--- config.mk ---
export PLATFORM = sky130hd
export DESIGN_NAME = adc_serial_readout
export DESIGN_NICKNAME = d
export VERILOG_FILES = /design/src/hw/sample_fifo_mem.v /design/src/hw/sample_fifo.v /design/src/hw/adc_serial_readout.v
export VERILOG_INCLUDE_DIRS = /design/src /design/src/include
export SDC_FILE = /design/constraint.sdc
export NUM_CORES = 1
export LEC_CHECK = 0
export BUFFER_PORTS_ARGS = -buffer_cell sky130_fd_sc_hd__buf_2
export CAP_MARGIN = 20
export CORE_ASPECT_RATIO = 0.8
export CORE_MARGIN = 3
export CORE_UTILIZATION = 25
export CTS_CLUSTER_SIZE = 20
export DETAILED_ROUTE_END_ITERATION = 8
export PLACE_DENSITY = 0.44
export SYNTH_ARGS = -nofsm -noshare
export SYNTH_HDL_FRONTEND = slang
export SYNTH_SLANG_ARGS = --single-unit
--- constraint.sdc ---
create_clock -name core_clk -period 5.65 [get_ports core_clk]
set_clock_uncertainty 0.15 [all_clocks]
set_input_delay 0.2825 -clock core_clk [delete_from_list [all_inputs] [get_ports core_clk]]
set_output_delay 0.2825 -clock core_clk [all_outputs]
set_load 0.1 [all_outputs]
--- src/include/adc_readout_map.vh ---
`ifndef ADC_READOUT_MAP_VH
`define ADC_READOUT_MAP_VH
`define RESULT_WIDTH 18
`define RESULT_TOP 17
`define CHAIN_DELAY 18
`define CFG_WIDTH 16
`define CFG_CNT_W 5
`define BIT_CNT_W 5
`define FIFO_WIDTH 18
`define FIFO_DEPTH 16
`define FIFO_AW 4
`define CONV_TIME_NS 320
`define CLK_PERIOD_NS 25
`define CONV_CYCLES ((`CONV_TIME_NS + `CLK_PERIOD_NS - 1) / `CLK_PERIOD_NS)
`define CONV_CNT_W 5
`define CONV_CNT_INIT 5'h00
// conversion cycles minus one, loaded at the convert rise
`define CONV_CNT_LOAD 5'h0C
// count of the last configuration bit
`define CFG_LAST 5'h0F
// falls after which the chain delay line feeds the output
`define CHAIN_TAP 5'h11
`define STYLE_CHAIN 1'b0
`define STYLE_SELECT 1'b1
`endif

--- src/hw/sample_fifo_mem.v ---
`timescale 1ns/1ps
module sample_fifo_mem #(
  parameter WIDTH = 18,
  parameter DEPTH = 16,
  parameter AW = 4
) (
  // clock
  input wire core_clk,
  // write side
  input wire wrEn,
  input wire [AW-1:0] wrAddr,
  input wire [WIDTH-1:0] wrData,
  // read side
  input wire [AW-1:0] rdAddr,
  output reg [WIDTH-1:0] rdData_r
);
  reg [WIDTH-1:0] store [0:DEPTH-1];

  always @(posedge core_clk)
  begin
    if (wrEn)
    begin
      store[wrAddr] <= wrData;
    end
    rdData_r <= store[rdAddr];
  end
endmodule // sample_fifo_mem

--- src/hw/sample_fifo.v ---
`timescale 1ns/1ps
module sample_fifo #(
  parameter WIDTH = 18,
  parameter DEPTH = 16,
  parameter AW = 4
) (
  // clock and reset
  input wire core_clk,
  input wire sys_rst,
  // fill side
  input wire inValid,
  output wire inReady,
  input wire [WIDTH-1:0] inData,
  // drain side
  output reg outValid_r,
  input wire outReady,
  output wire [WIDTH-1:0] outData
);
  reg [AW:0] wrPtr_r;
  reg [AW:0] rdPtr_r;
  wire [AW:0] used;
  wire memEmpty;
  wire pull;
  wire push;
  wire [AW-1:0] rdSel;

  assign used = wrPtr_r - rdPtr_r;
  // the word in the output register keeps its slot until replaced, so
  // the memory takes one word fewer; rereading that slot holds outData
  assign inReady = (used != {1'b0, {AW{1'b1}}});
  assign rdSel = pull ? rdPtr_r[AW-1:0] : rdPtr_r[AW-1:0] - 1'b1;
  assign memEmpty = (used == {(AW+1){1'b0}});
  assign push = inValid & inReady;
  assign pull = !memEmpty & (!outValid_r | outReady);

  sample_fifo_mem #(.WIDTH(WIDTH), .DEPTH(DEPTH), .AW(AW)) mem (
    .core_clk(core_clk),
    .wrEn(push),
    .wrAddr(wrPtr_r[AW-1:0]),
    .wrData(inData),
    .rdAddr(rdSel),
    .rdData_r(outData)
  );

  always @(posedge core_clk)
  begin
    if (sys_rst)
    begin
      wrPtr_r <= {(AW+1){1'b0}};
      rdPtr_r <= {(AW+1){1'b0}};
      outValid_r <= 1'b0;
    end
    else
    begin
      if (push)
      begin
        wrPtr_r <= wrPtr_r + 1'b1;
      end
      if (pull)
      begin
        rdPtr_r <= rdPtr_r + 1'b1;
        outValid_r <= 1'b1;
      end
      else if (outReady)
      begin
        outValid_r <= 1'b0;
      end
    end
  end
endmodule // sample_fifo

--- src/hw/adc_serial_readout.v ---
// Notes on behaviour
// - convert rise starts conversion, picks style
// - serial_in low at rise: daisy-chain style
// - serial_in high at rise: select style
// - select style: output on while convert/serial_in low
// - daisy-chain readout happens while convert high
// - chain input reappears eighteen shift clocks later
// - one result bit per shift clock
// - select style: busy indicator armed if low at finish
// - convert low: capture sixteen-bit configuration word
// - result top bit presented first
// - output changes on shift clock falling edge
// - chain input sampled on shift clock rise
// - convert rise returns output to high impedance
`timescale 1ns/1ps
`include "adc_readout_map.vh"
module adc_serial_readout (
  // clock and reset
  input wire core_clk,
  input wire sys_rst,
  // pins from the host
  input wire convertStart,
  input wire shiftClk,
  input wire serialIn,
  // serial output pin
  output reg serialOut_r,
  output reg serialOutEn_r,
  // conversion results from the converter core
  input wire sampleValid,
  output wire sampleReady,
  input wire [`RESULT_WIDTH-1:0] sampleData,
  // status towards the core
  output reg converting_r,
  output reg chainStyle_r,
  output reg busyArmed_r,
  output reg [`CFG_WIDTH-1:0] configWord_r,
  output reg configStrobe_r
);
  localparam ST_IDLE = 3'b001;
  localparam ST_CONV = 3'b010;
  localparam ST_READ = 3'b100;

  // two-flop synchronisers; first stage read only by second
  reg [2:0] syncA_r;
  reg [2:0] syncB_r;
  reg [2:0] prev_r;
  wire convert_start;
  wire sck;
  wire serial_in;
  wire cnvRise;
  wire sckRise;
  wire sckFall;

  reg [2:0] state_r;
  reg [`CONV_CNT_W-1:0] convCnt_r;
  reg [`RESULT_WIDTH-1:0] shiftReg_r;
  reg [`CHAIN_DELAY-1:0] chainReg_r;
  reg [`BIT_CNT_W-1:0] bitCnt_r;
  reg [`CFG_WIDTH-1:0] cfgShift_r;
  reg [`CFG_CNT_W-1:0] cfgCnt_r;
  reg loaded_r;
  reg [`RESULT_WIDTH-1:0] result_r;
  wire fifoValid;
  wire [`RESULT_WIDTH-1:0] fifoData;
  wire fifoInReady;
  wire fifoInValid;
  reg sampleReady_r;
  wire takeSample;
  wire enable;

  assign convert_start = syncB_r[0];
  assign sck = syncB_r[1];
  assign serial_in = syncB_r[2];
  assign cnvRise = convert_start & !prev_r[0];
  assign sckRise = sck & !prev_r[1];
  assign sckFall = !sck & prev_r[1];

  // samples queue up so the core stalls on a slow host only once sixteen are waiting
  sample_fifo #(
    .WIDTH(`FIFO_WIDTH),
    .DEPTH(`FIFO_DEPTH),
    .AW(`FIFO_AW)
  ) fifo (
    .core_clk(core_clk),
    .sys_rst(sys_rst),
    .inValid(fifoInValid),
    .inReady(fifoInReady),
    .inData(sampleData),
    .outValid_r(fifoValid),
    .outReady(takeSample),
    .outData(fifoData)
  );

  // ready from a flop; one idle cycle after each word keeps full exact
  assign sampleReady = sampleReady_r;
  assign fifoInValid = sampleValid & sampleReady_r;

  always @(posedge core_clk)
  begin
    if (sys_rst)
    begin
      sampleReady_r <= 1'b0;
    end
    else if (fifoInValid)
    begin
      sampleReady_r <= 1'b0;
    end
    else
    begin
      sampleReady_r <= fifoInReady;
    end
  end

  // a result is consumed when a conversion finishes
  assign takeSample = (state_r == ST_CONV) &&
    (convCnt_r == `CONV_CNT_INIT) && fifoValid;

  // select-style enable from either pin being low
  assign enable = !convert_start | !serial_in;

  always @(posedge core_clk)
  begin
    if (sys_rst)
    begin
      syncA_r <= 3'b000;
      syncB_r <= 3'b000;
      prev_r <= 3'b000;
    end
    else
    begin
      syncA_r <= {serialIn, shiftClk, convertStart};
      syncB_r <= syncA_r;
      prev_r <= syncB_r;
    end
  end

  always @(posedge core_clk)
  begin
    if (sys_rst)
    begin
      state_r <= ST_IDLE;
      convCnt_r <= `CONV_CNT_INIT;
      converting_r <= 1'b0;
      chainStyle_r <= `STYLE_CHAIN;
      busyArmed_r <= 1'b0;
      loaded_r <= 1'b0;
      result_r <= {`RESULT_WIDTH{1'b0}};
    end
    else
    begin
      case (state_r)
        ST_IDLE:
        begin
          if (cnvRise)
          begin
            state_r <= ST_CONV;
            converting_r <= 1'b1;
            convCnt_r <= `CONV_CNT_LOAD;
            // style latched here, held to next rise
            chainStyle_r <= serial_in ? `STYLE_SELECT : `STYLE_CHAIN;
            busyArmed_r <= 1'b0;
          end
        end
        ST_CONV:
        begin
          if (convCnt_r != `CONV_CNT_INIT)
          begin
            convCnt_r <= convCnt_r - 1'b1;
          end
          else
          begin
            // empty queue gives last result rather than stalling
            if (fifoValid)
            begin
              result_r <= fifoData;
            end
            state_r <= ST_READ;
            converting_r <= 1'b0;
            loaded_r <= 1'b1;
            busyArmed_r <= (chainStyle_r == `STYLE_SELECT) &&
              enable;
          end
        end
        ST_READ:
        begin
          loaded_r <= 1'b0;
          if (cnvRise)
          begin
            state_r <= ST_CONV;
            converting_r <= 1'b1;
            convCnt_r <= `CONV_CNT_LOAD;
            chainStyle_r <= serial_in ? `STYLE_SELECT : `STYLE_CHAIN;
            busyArmed_r <= 1'b0;
          end
        end
        default:
        begin
          state_r <= ST_IDLE;
        end
      endcase
    end
  end

  // shift path; host respects conversion time before clocking
  always @(posedge core_clk)
  begin
    if (sys_rst)
    begin
      shiftReg_r <= {`RESULT_WIDTH{1'b0}};
      chainReg_r <= {`CHAIN_DELAY{1'b0}};
      bitCnt_r <= {`BIT_CNT_W{1'b0}};
      serialOut_r <= 1'b0;
      serialOutEn_r <= 1'b0;
    end
    else
    begin
      if (loaded_r)
      begin
        shiftReg_r <= result_r;
        chainReg_r <= {`CHAIN_DELAY{1'b0}};
        bitCnt_r <= {`BIT_CNT_W{1'b0}};
        serialOut_r <= result_r[`RESULT_TOP];
      end
      else if (state_r == ST_READ)
      begin
        if (chainStyle_r == `STYLE_CHAIN)
        begin
          if (convert_start && sckRise)
          begin
            chainReg_r <= {chainReg_r[`CHAIN_DELAY-2:0], serial_in};
          end
          if (convert_start && sckFall)
          begin
            // result bits first, then the far end of the delay line;
            // tapping it directly keeps the pass-through at 18 clocks
            if (bitCnt_r == `CHAIN_TAP)
            begin
              serialOut_r <= chainReg_r[`CHAIN_DELAY-1];
            end
            else
            begin
              shiftReg_r <= {shiftReg_r[`RESULT_WIDTH-2:0], 1'b0};
              serialOut_r <= shiftReg_r[`RESULT_WIDTH-2];
              bitCnt_r <= bitCnt_r + 1'b1;
            end
          end
          serialOutEn_r <= convert_start;
        end
        else
        begin
          if (enable && sckFall)
          begin
            shiftReg_r <= {shiftReg_r[`RESULT_WIDTH-2:0], 1'b0};
            serialOut_r <= shiftReg_r[`RESULT_WIDTH-2];
            bitCnt_r <= bitCnt_r + 1'b1;
          end
          serialOutEn_r <= enable;
        end
      end
      if (cnvRise)
      begin
        serialOutEn_r <= 1'b0;
      end
    end
  end

  // configuration word, independent of readout
  always @(posedge core_clk)
  begin
    if (sys_rst)
    begin
      cfgShift_r <= {`CFG_WIDTH{1'b0}};
      cfgCnt_r <= {`CFG_CNT_W{1'b0}};
      configWord_r <= {`CFG_WIDTH{1'b0}};
      configStrobe_r <= 1'b0;
    end
    else
    begin
      configStrobe_r <= 1'b0;
      if (convert_start)
      begin
        cfgCnt_r <= {`CFG_CNT_W{1'b0}};
      end
      else if (sckRise)
      begin
        cfgShift_r <= {cfgShift_r[`CFG_WIDTH-2:0], serial_in};
        if (cfgCnt_r == `CFG_LAST)
        begin
          configWord_r <= {cfgShift_r[`CFG_WIDTH-2:0], serial_in};
          configStrobe_r <= 1'b1;
          cfgCnt_r <= {`CFG_CNT_W{1'b0}};
        end
        else
        begin
          cfgCnt_r <= cfgCnt_r + 1'b1;
        end
      end
    end
  end
endmodule // adc_serial_readout

==> results_dict.tcl <==
set metrics [dict create \
    worst_skew_pair.late_latency_ns 0.60 \
    final.setup.tns_ns 0 \
    vias 11730 \
    drt-wirelength-per-cell_um 20.39 \
    initial_core_util 0.2560 \
    hold_path_class "in -> reg" \
    hpwlAfterDp_um 28740 \
    cts_made_buffers 45 \
    r2r_slack_ns 1.01 \
    proportion_of_layout_cells_with_a_drive_suffix_above_1 0.1372 \
    root_buffer "sky130_fd_sc_hd__clkbuf_16" \
    clkTransAtPathRegs_ns 0.07 \
    synthesized_nets 1454 \
    timing.critical_path.arrival_ns 4.92 \
    netlist-cell-type-count 59 \
    cts.repair.resized 0 \
    ys_async_sr_fraction 0 \
    ys.warnings.count 0 \
    reg2reg_depth 11 \
    setup_repair_after_global_routing_missed_its_margin "no" \
    clock_sink_count 435 \
    cts_tree "yes" \
    cts.htree.levels 2 \
    cp-start-kind "flip-flop" \
    hold_viol_final 0 \
    grtUsageTotal 0.1332 \
    chipHeight_um 242.3 \
    peakVddDrop_v 0.0003581 \
    antenna_found_initial 3 \
    drv_cap 0 \
    post-route-cell-area_sq_um 20670 \
    worst-setup-path-type "reg -> reg" \
    critPathCaptureType "flip-flop" \
    outcome "finished, final reports clean" \
    post-route-worst-setup-slack_ns 1.010 \
    layout.nets 1520 \
    utilization 0.3032 \
    yosys_most_used_dff "sky130_fd_sc_hd__edfxtp_1" \
    place_area_sq_um 18910 \
    grt_max_degree 104 \
    layout.cells.most_common "sky130_fd_sc_hd__edfxtp_1" \
    fin_crit_sh 0.8213 \
    finalPower_w 0.01023 \
    avgViaCountPerCell 4.828 \
    buffer_ports.inserted 46 \
    holdPathStages 3 \
    power_leakage_nw 6.740 \
    average_cell_area_after_synthesis_sq_um 12.34 \
    die-width_um 301.4 \
    finalWeightedCongestion 0.7364 \
    final_cell_mix "sky130_fd_sc_hd__edfxtp_1, sky130_fd_sc_hd__nand2_1, sky130_fd_sc_hd__dfxtp_1" \
    finalCriticalPeriod_ns 4.640 \
    critPathRequiredTime_ns 5.93 \
    max_freq_mhz 215.5 \
    route.final.wire_length_um 49550 \
    core_area_sq_um 68170 \
    fp.dieArea_sq_um 73030 \
    ys_ff_latch 435 \
    slew_headroom 0.2805 \
    detail_route.first_pass.iterations 5 \
    rows 85 \
    pwrdens_nw_per_um2 495.0 \
    worstPathMaxFanout 21 \
    drc 0 \
    sequential_element_share_of_the_synthesized_area 0.6642 \
    post_synth_edffs 288 \
    grt_overflow_total 0 \
    global_route_wire_length_before_repair_um 74290 \
    final-setup-viol-count 0 \
    final-max-slew-violation-count 0 \
    worst_margin_slew_ns 1.074 \
    drt-initial-drc-count 975 \
    cts_max_path_buffers 3 \
    synthesis.instances 1414 \
    mappedNetlistArea_sq_um 17450 \
    flow.area_growth_from_synthesis_pct 18.46 \
    detailedPlace.worstSlack_ns 1.053 \
    first_global_vias 11450 \
    ios 47 \
    post_route_antenna_net_violation_count 0 \
]
[worst max-delay path, cell delays in order, from the launching register on]
cell	delay, ns
sky130_fd_sc_hd__dfxtp_1	0.54
sky130_fd_sc_hd__inv_1	0.23
sky130_fd_sc_hd__ha_1	0.38
sky130_fd_sc_hd__xnor2_1	0.21
sky130_fd_sc_hd__and3b_1	0.19
sky130_fd_sc_hd__o221ai_1	0.41
sky130_fd_sc_hd__and2_1	0.44
sky130_fd_sc_hd__xnor2_4	0.69
sky130_fd_sc_hd__buf_4	0.48
sky130_fd_sc_hd__mux2_1	0.36
sky130_fd_sc_hd__a211oi_1	0.25
sky130_fd_sc_hd__o32ai_1	0.13
[per-layer routing]
metal | up-vias | wire length [um] | global-route usage
li1 | 5506 | - | -
met5 | - | 7 | 0
met4 | 2 | 806 | 0.02863
met1 | 5894 | 24360 | 0.1985
met2 | 270 | 21830 | 0.2017
met3 | 59 | 2537 | 0.02231
[metrics by stage]
step           std cells  hold WS [ns]
3_3_place_gp        2320        0.2719
5_1_grt             2429        0.2869
6_report            2430        0.2864
4_1_cts             2425        0.2154
3_5_place_dp        2320        0.2748
2_1_floorplan       1414        0.2314
[sequential cells by signal, indices dropped and copies added (netlist names), 2 cells and up]
| signal | cells |
|---|---|
| bitCnt_r | 5 |
| cfgCnt_r | 5 |
| cfgShift_r | 15 |
| chainReg_r | 18 |
| configWord_r | 16 |
| convCnt_r | 5 |
| fifo.mem.rdData_r | 18 |
| fifo.mem.store | 288 |
| fifo.rdPtr_r | 5 |
| fifo.wrPtr_r | 5 |
| prev_r | 2 |
| result_r | 18 |
| shiftReg_r | 17 |
| state_r | 3 |
| syncA_r | 3 |
| syncB_r | 3 |
[cells by family after synthesis]
logic type,count (synthesis),share of synthesized area
multiplexers,58,0.03463
XOR/XNOR,23,0.01262
adder cells (fa/ha/maj),16,0.01190
flip-flops,435,0.6642
buffers and inverters,110,0.02581
AND/OR/NAND/NOR,434,0.1119
AO/OA/AOI/OAI,338,0.1390
[cell type report]
class	count	area, sq um
Fill cell	6861	47500
Sequential cell	435	11590
Multi-Input combinational cell	869	5530
Clock buffer	70	1351
Tap cell	913	1142
Timing Repair Buffer	117	868.3
Clock inverter	13	138.9
Inverter	12	45.04
Antenna cell	1	2.502
[path summary, 6_finish.rpt]
| kind | start | endpoint |
|---|---|---|
| max | fifo.rdPtr_r[2]$_SDFFE_PP0P_ | fifo.mem.rdData_r[15]$_DFF_P_ |
| min | serialIn | syncA_r[2]$_SDFF_PP0_ |
| max reg2reg | fifo.rdPtr_r[2]$_SDFFE_PP0P_ | fifo.mem.rdData_r[15]$_DFF_P_ |
| min reg2reg | syncA_r[0]$_SDFF_PP0_ | syncB_r[0]$_SDFF_PP0_ |
[what timing repair did]
item / 4_1_cts / 5_1_grt
hold endpoints to repair: 292 / 13
buffers inserted: 0 / 0
hold buffers: 22 / 1
[power breakdown]
group | switching (W) | internal (W) | total (W)
sequential | 0.000109 | 0.00351 | 0.00361
combinational | 0.00237 | 0.00127 | 0.00363
clock | 0.00128 | 0.00170 | 0.00298
total | 0.00376 | 0.00648 | 0.0102
[synth_stat cells (2+ instances only)]
master,count,share of area
sky130_fd_sc_hd__a31oi_1,3,0.0011
sky130_fd_sc_hd__buf_4,5,0.0022
sky130_fd_sc_hd__mux2_2,6,0.0039
sky130_fd_sc_hd__inv_1,12,0.0026
sky130_fd_sc_hd__xor2_1,10,0.0050
sky130_fd_sc_hd__buf_2,9,0.0026
sky130_fd_sc_hd__nand4_1,21,0.0075
sky130_fd_sc_hd__buf_1,12,0.0026
sky130_fd_sc_hd__nor3_1,9,0.0026
sky130_fd_sc_hd__mux2i_1,39,0.022
sky130_fd_sc_hd__a2111oi_0,18,0.0090
sky130_fd_sc_hd__nand3_1,76,0.022
sky130_fd_sc_hd__a21oi_1,118,0.034
sky130_fd_sc_hd__a21o_1,2,0.00086
sky130_fd_sc_hd__nor4b_1,2,0.0010
sky130_fd_sc_hd__a221o_1,18,0.010
sky130_fd_sc_hd__nand2_1,196,0.042
sky130_fd_sc_hd__nor2b_1,13,0.0047
sky130_fd_sc_hd__edfxtp_1,288,0.50
sky130_fd_sc_hd__and2_1,2,0.00072
sky130_fd_sc_hd__a21boi_1,2,0.00086
sky130_fd_sc_hd__dfxtp_1,147,0.17
sky130_fd_sc_hd__a211oi_1,39,0.017
sky130_fd_sc_hd__o2bb2ai_1,37,0.019
sky130_fd_sc_hd__a221oi_1,36,0.018
sky130_fd_sc_hd__xnor2_1,12,0.0060
sky130_fd_sc_hd__and3_1,3,0.0011
sky130_fd_sc_hd__or3_1,4,0.0014
sky130_fd_sc_hd__or2_2,3,0.0011
sky130_fd_sc_hd__ha_1,15,0.011
sky130_fd_sc_hd__a22oi_1,36,0.015
sky130_fd_sc_hd__o32ai_1,18,0.0090
sky130_fd_sc_hd__mux2_1,13,0.0084
sky130_fd_sc_hd__o21ai_0,2,0.00057
sky130_fd_sc_hd__clkbuf_1,71,0.015
sky130_fd_sc_hd__and3b_1,2,0.0010
sky130_fd_sc_hd__nand2b_1,8,0.0029
sky130_fd_sc_hd__nor2_1,86,0.018
(Power assumes the default switching activity.)
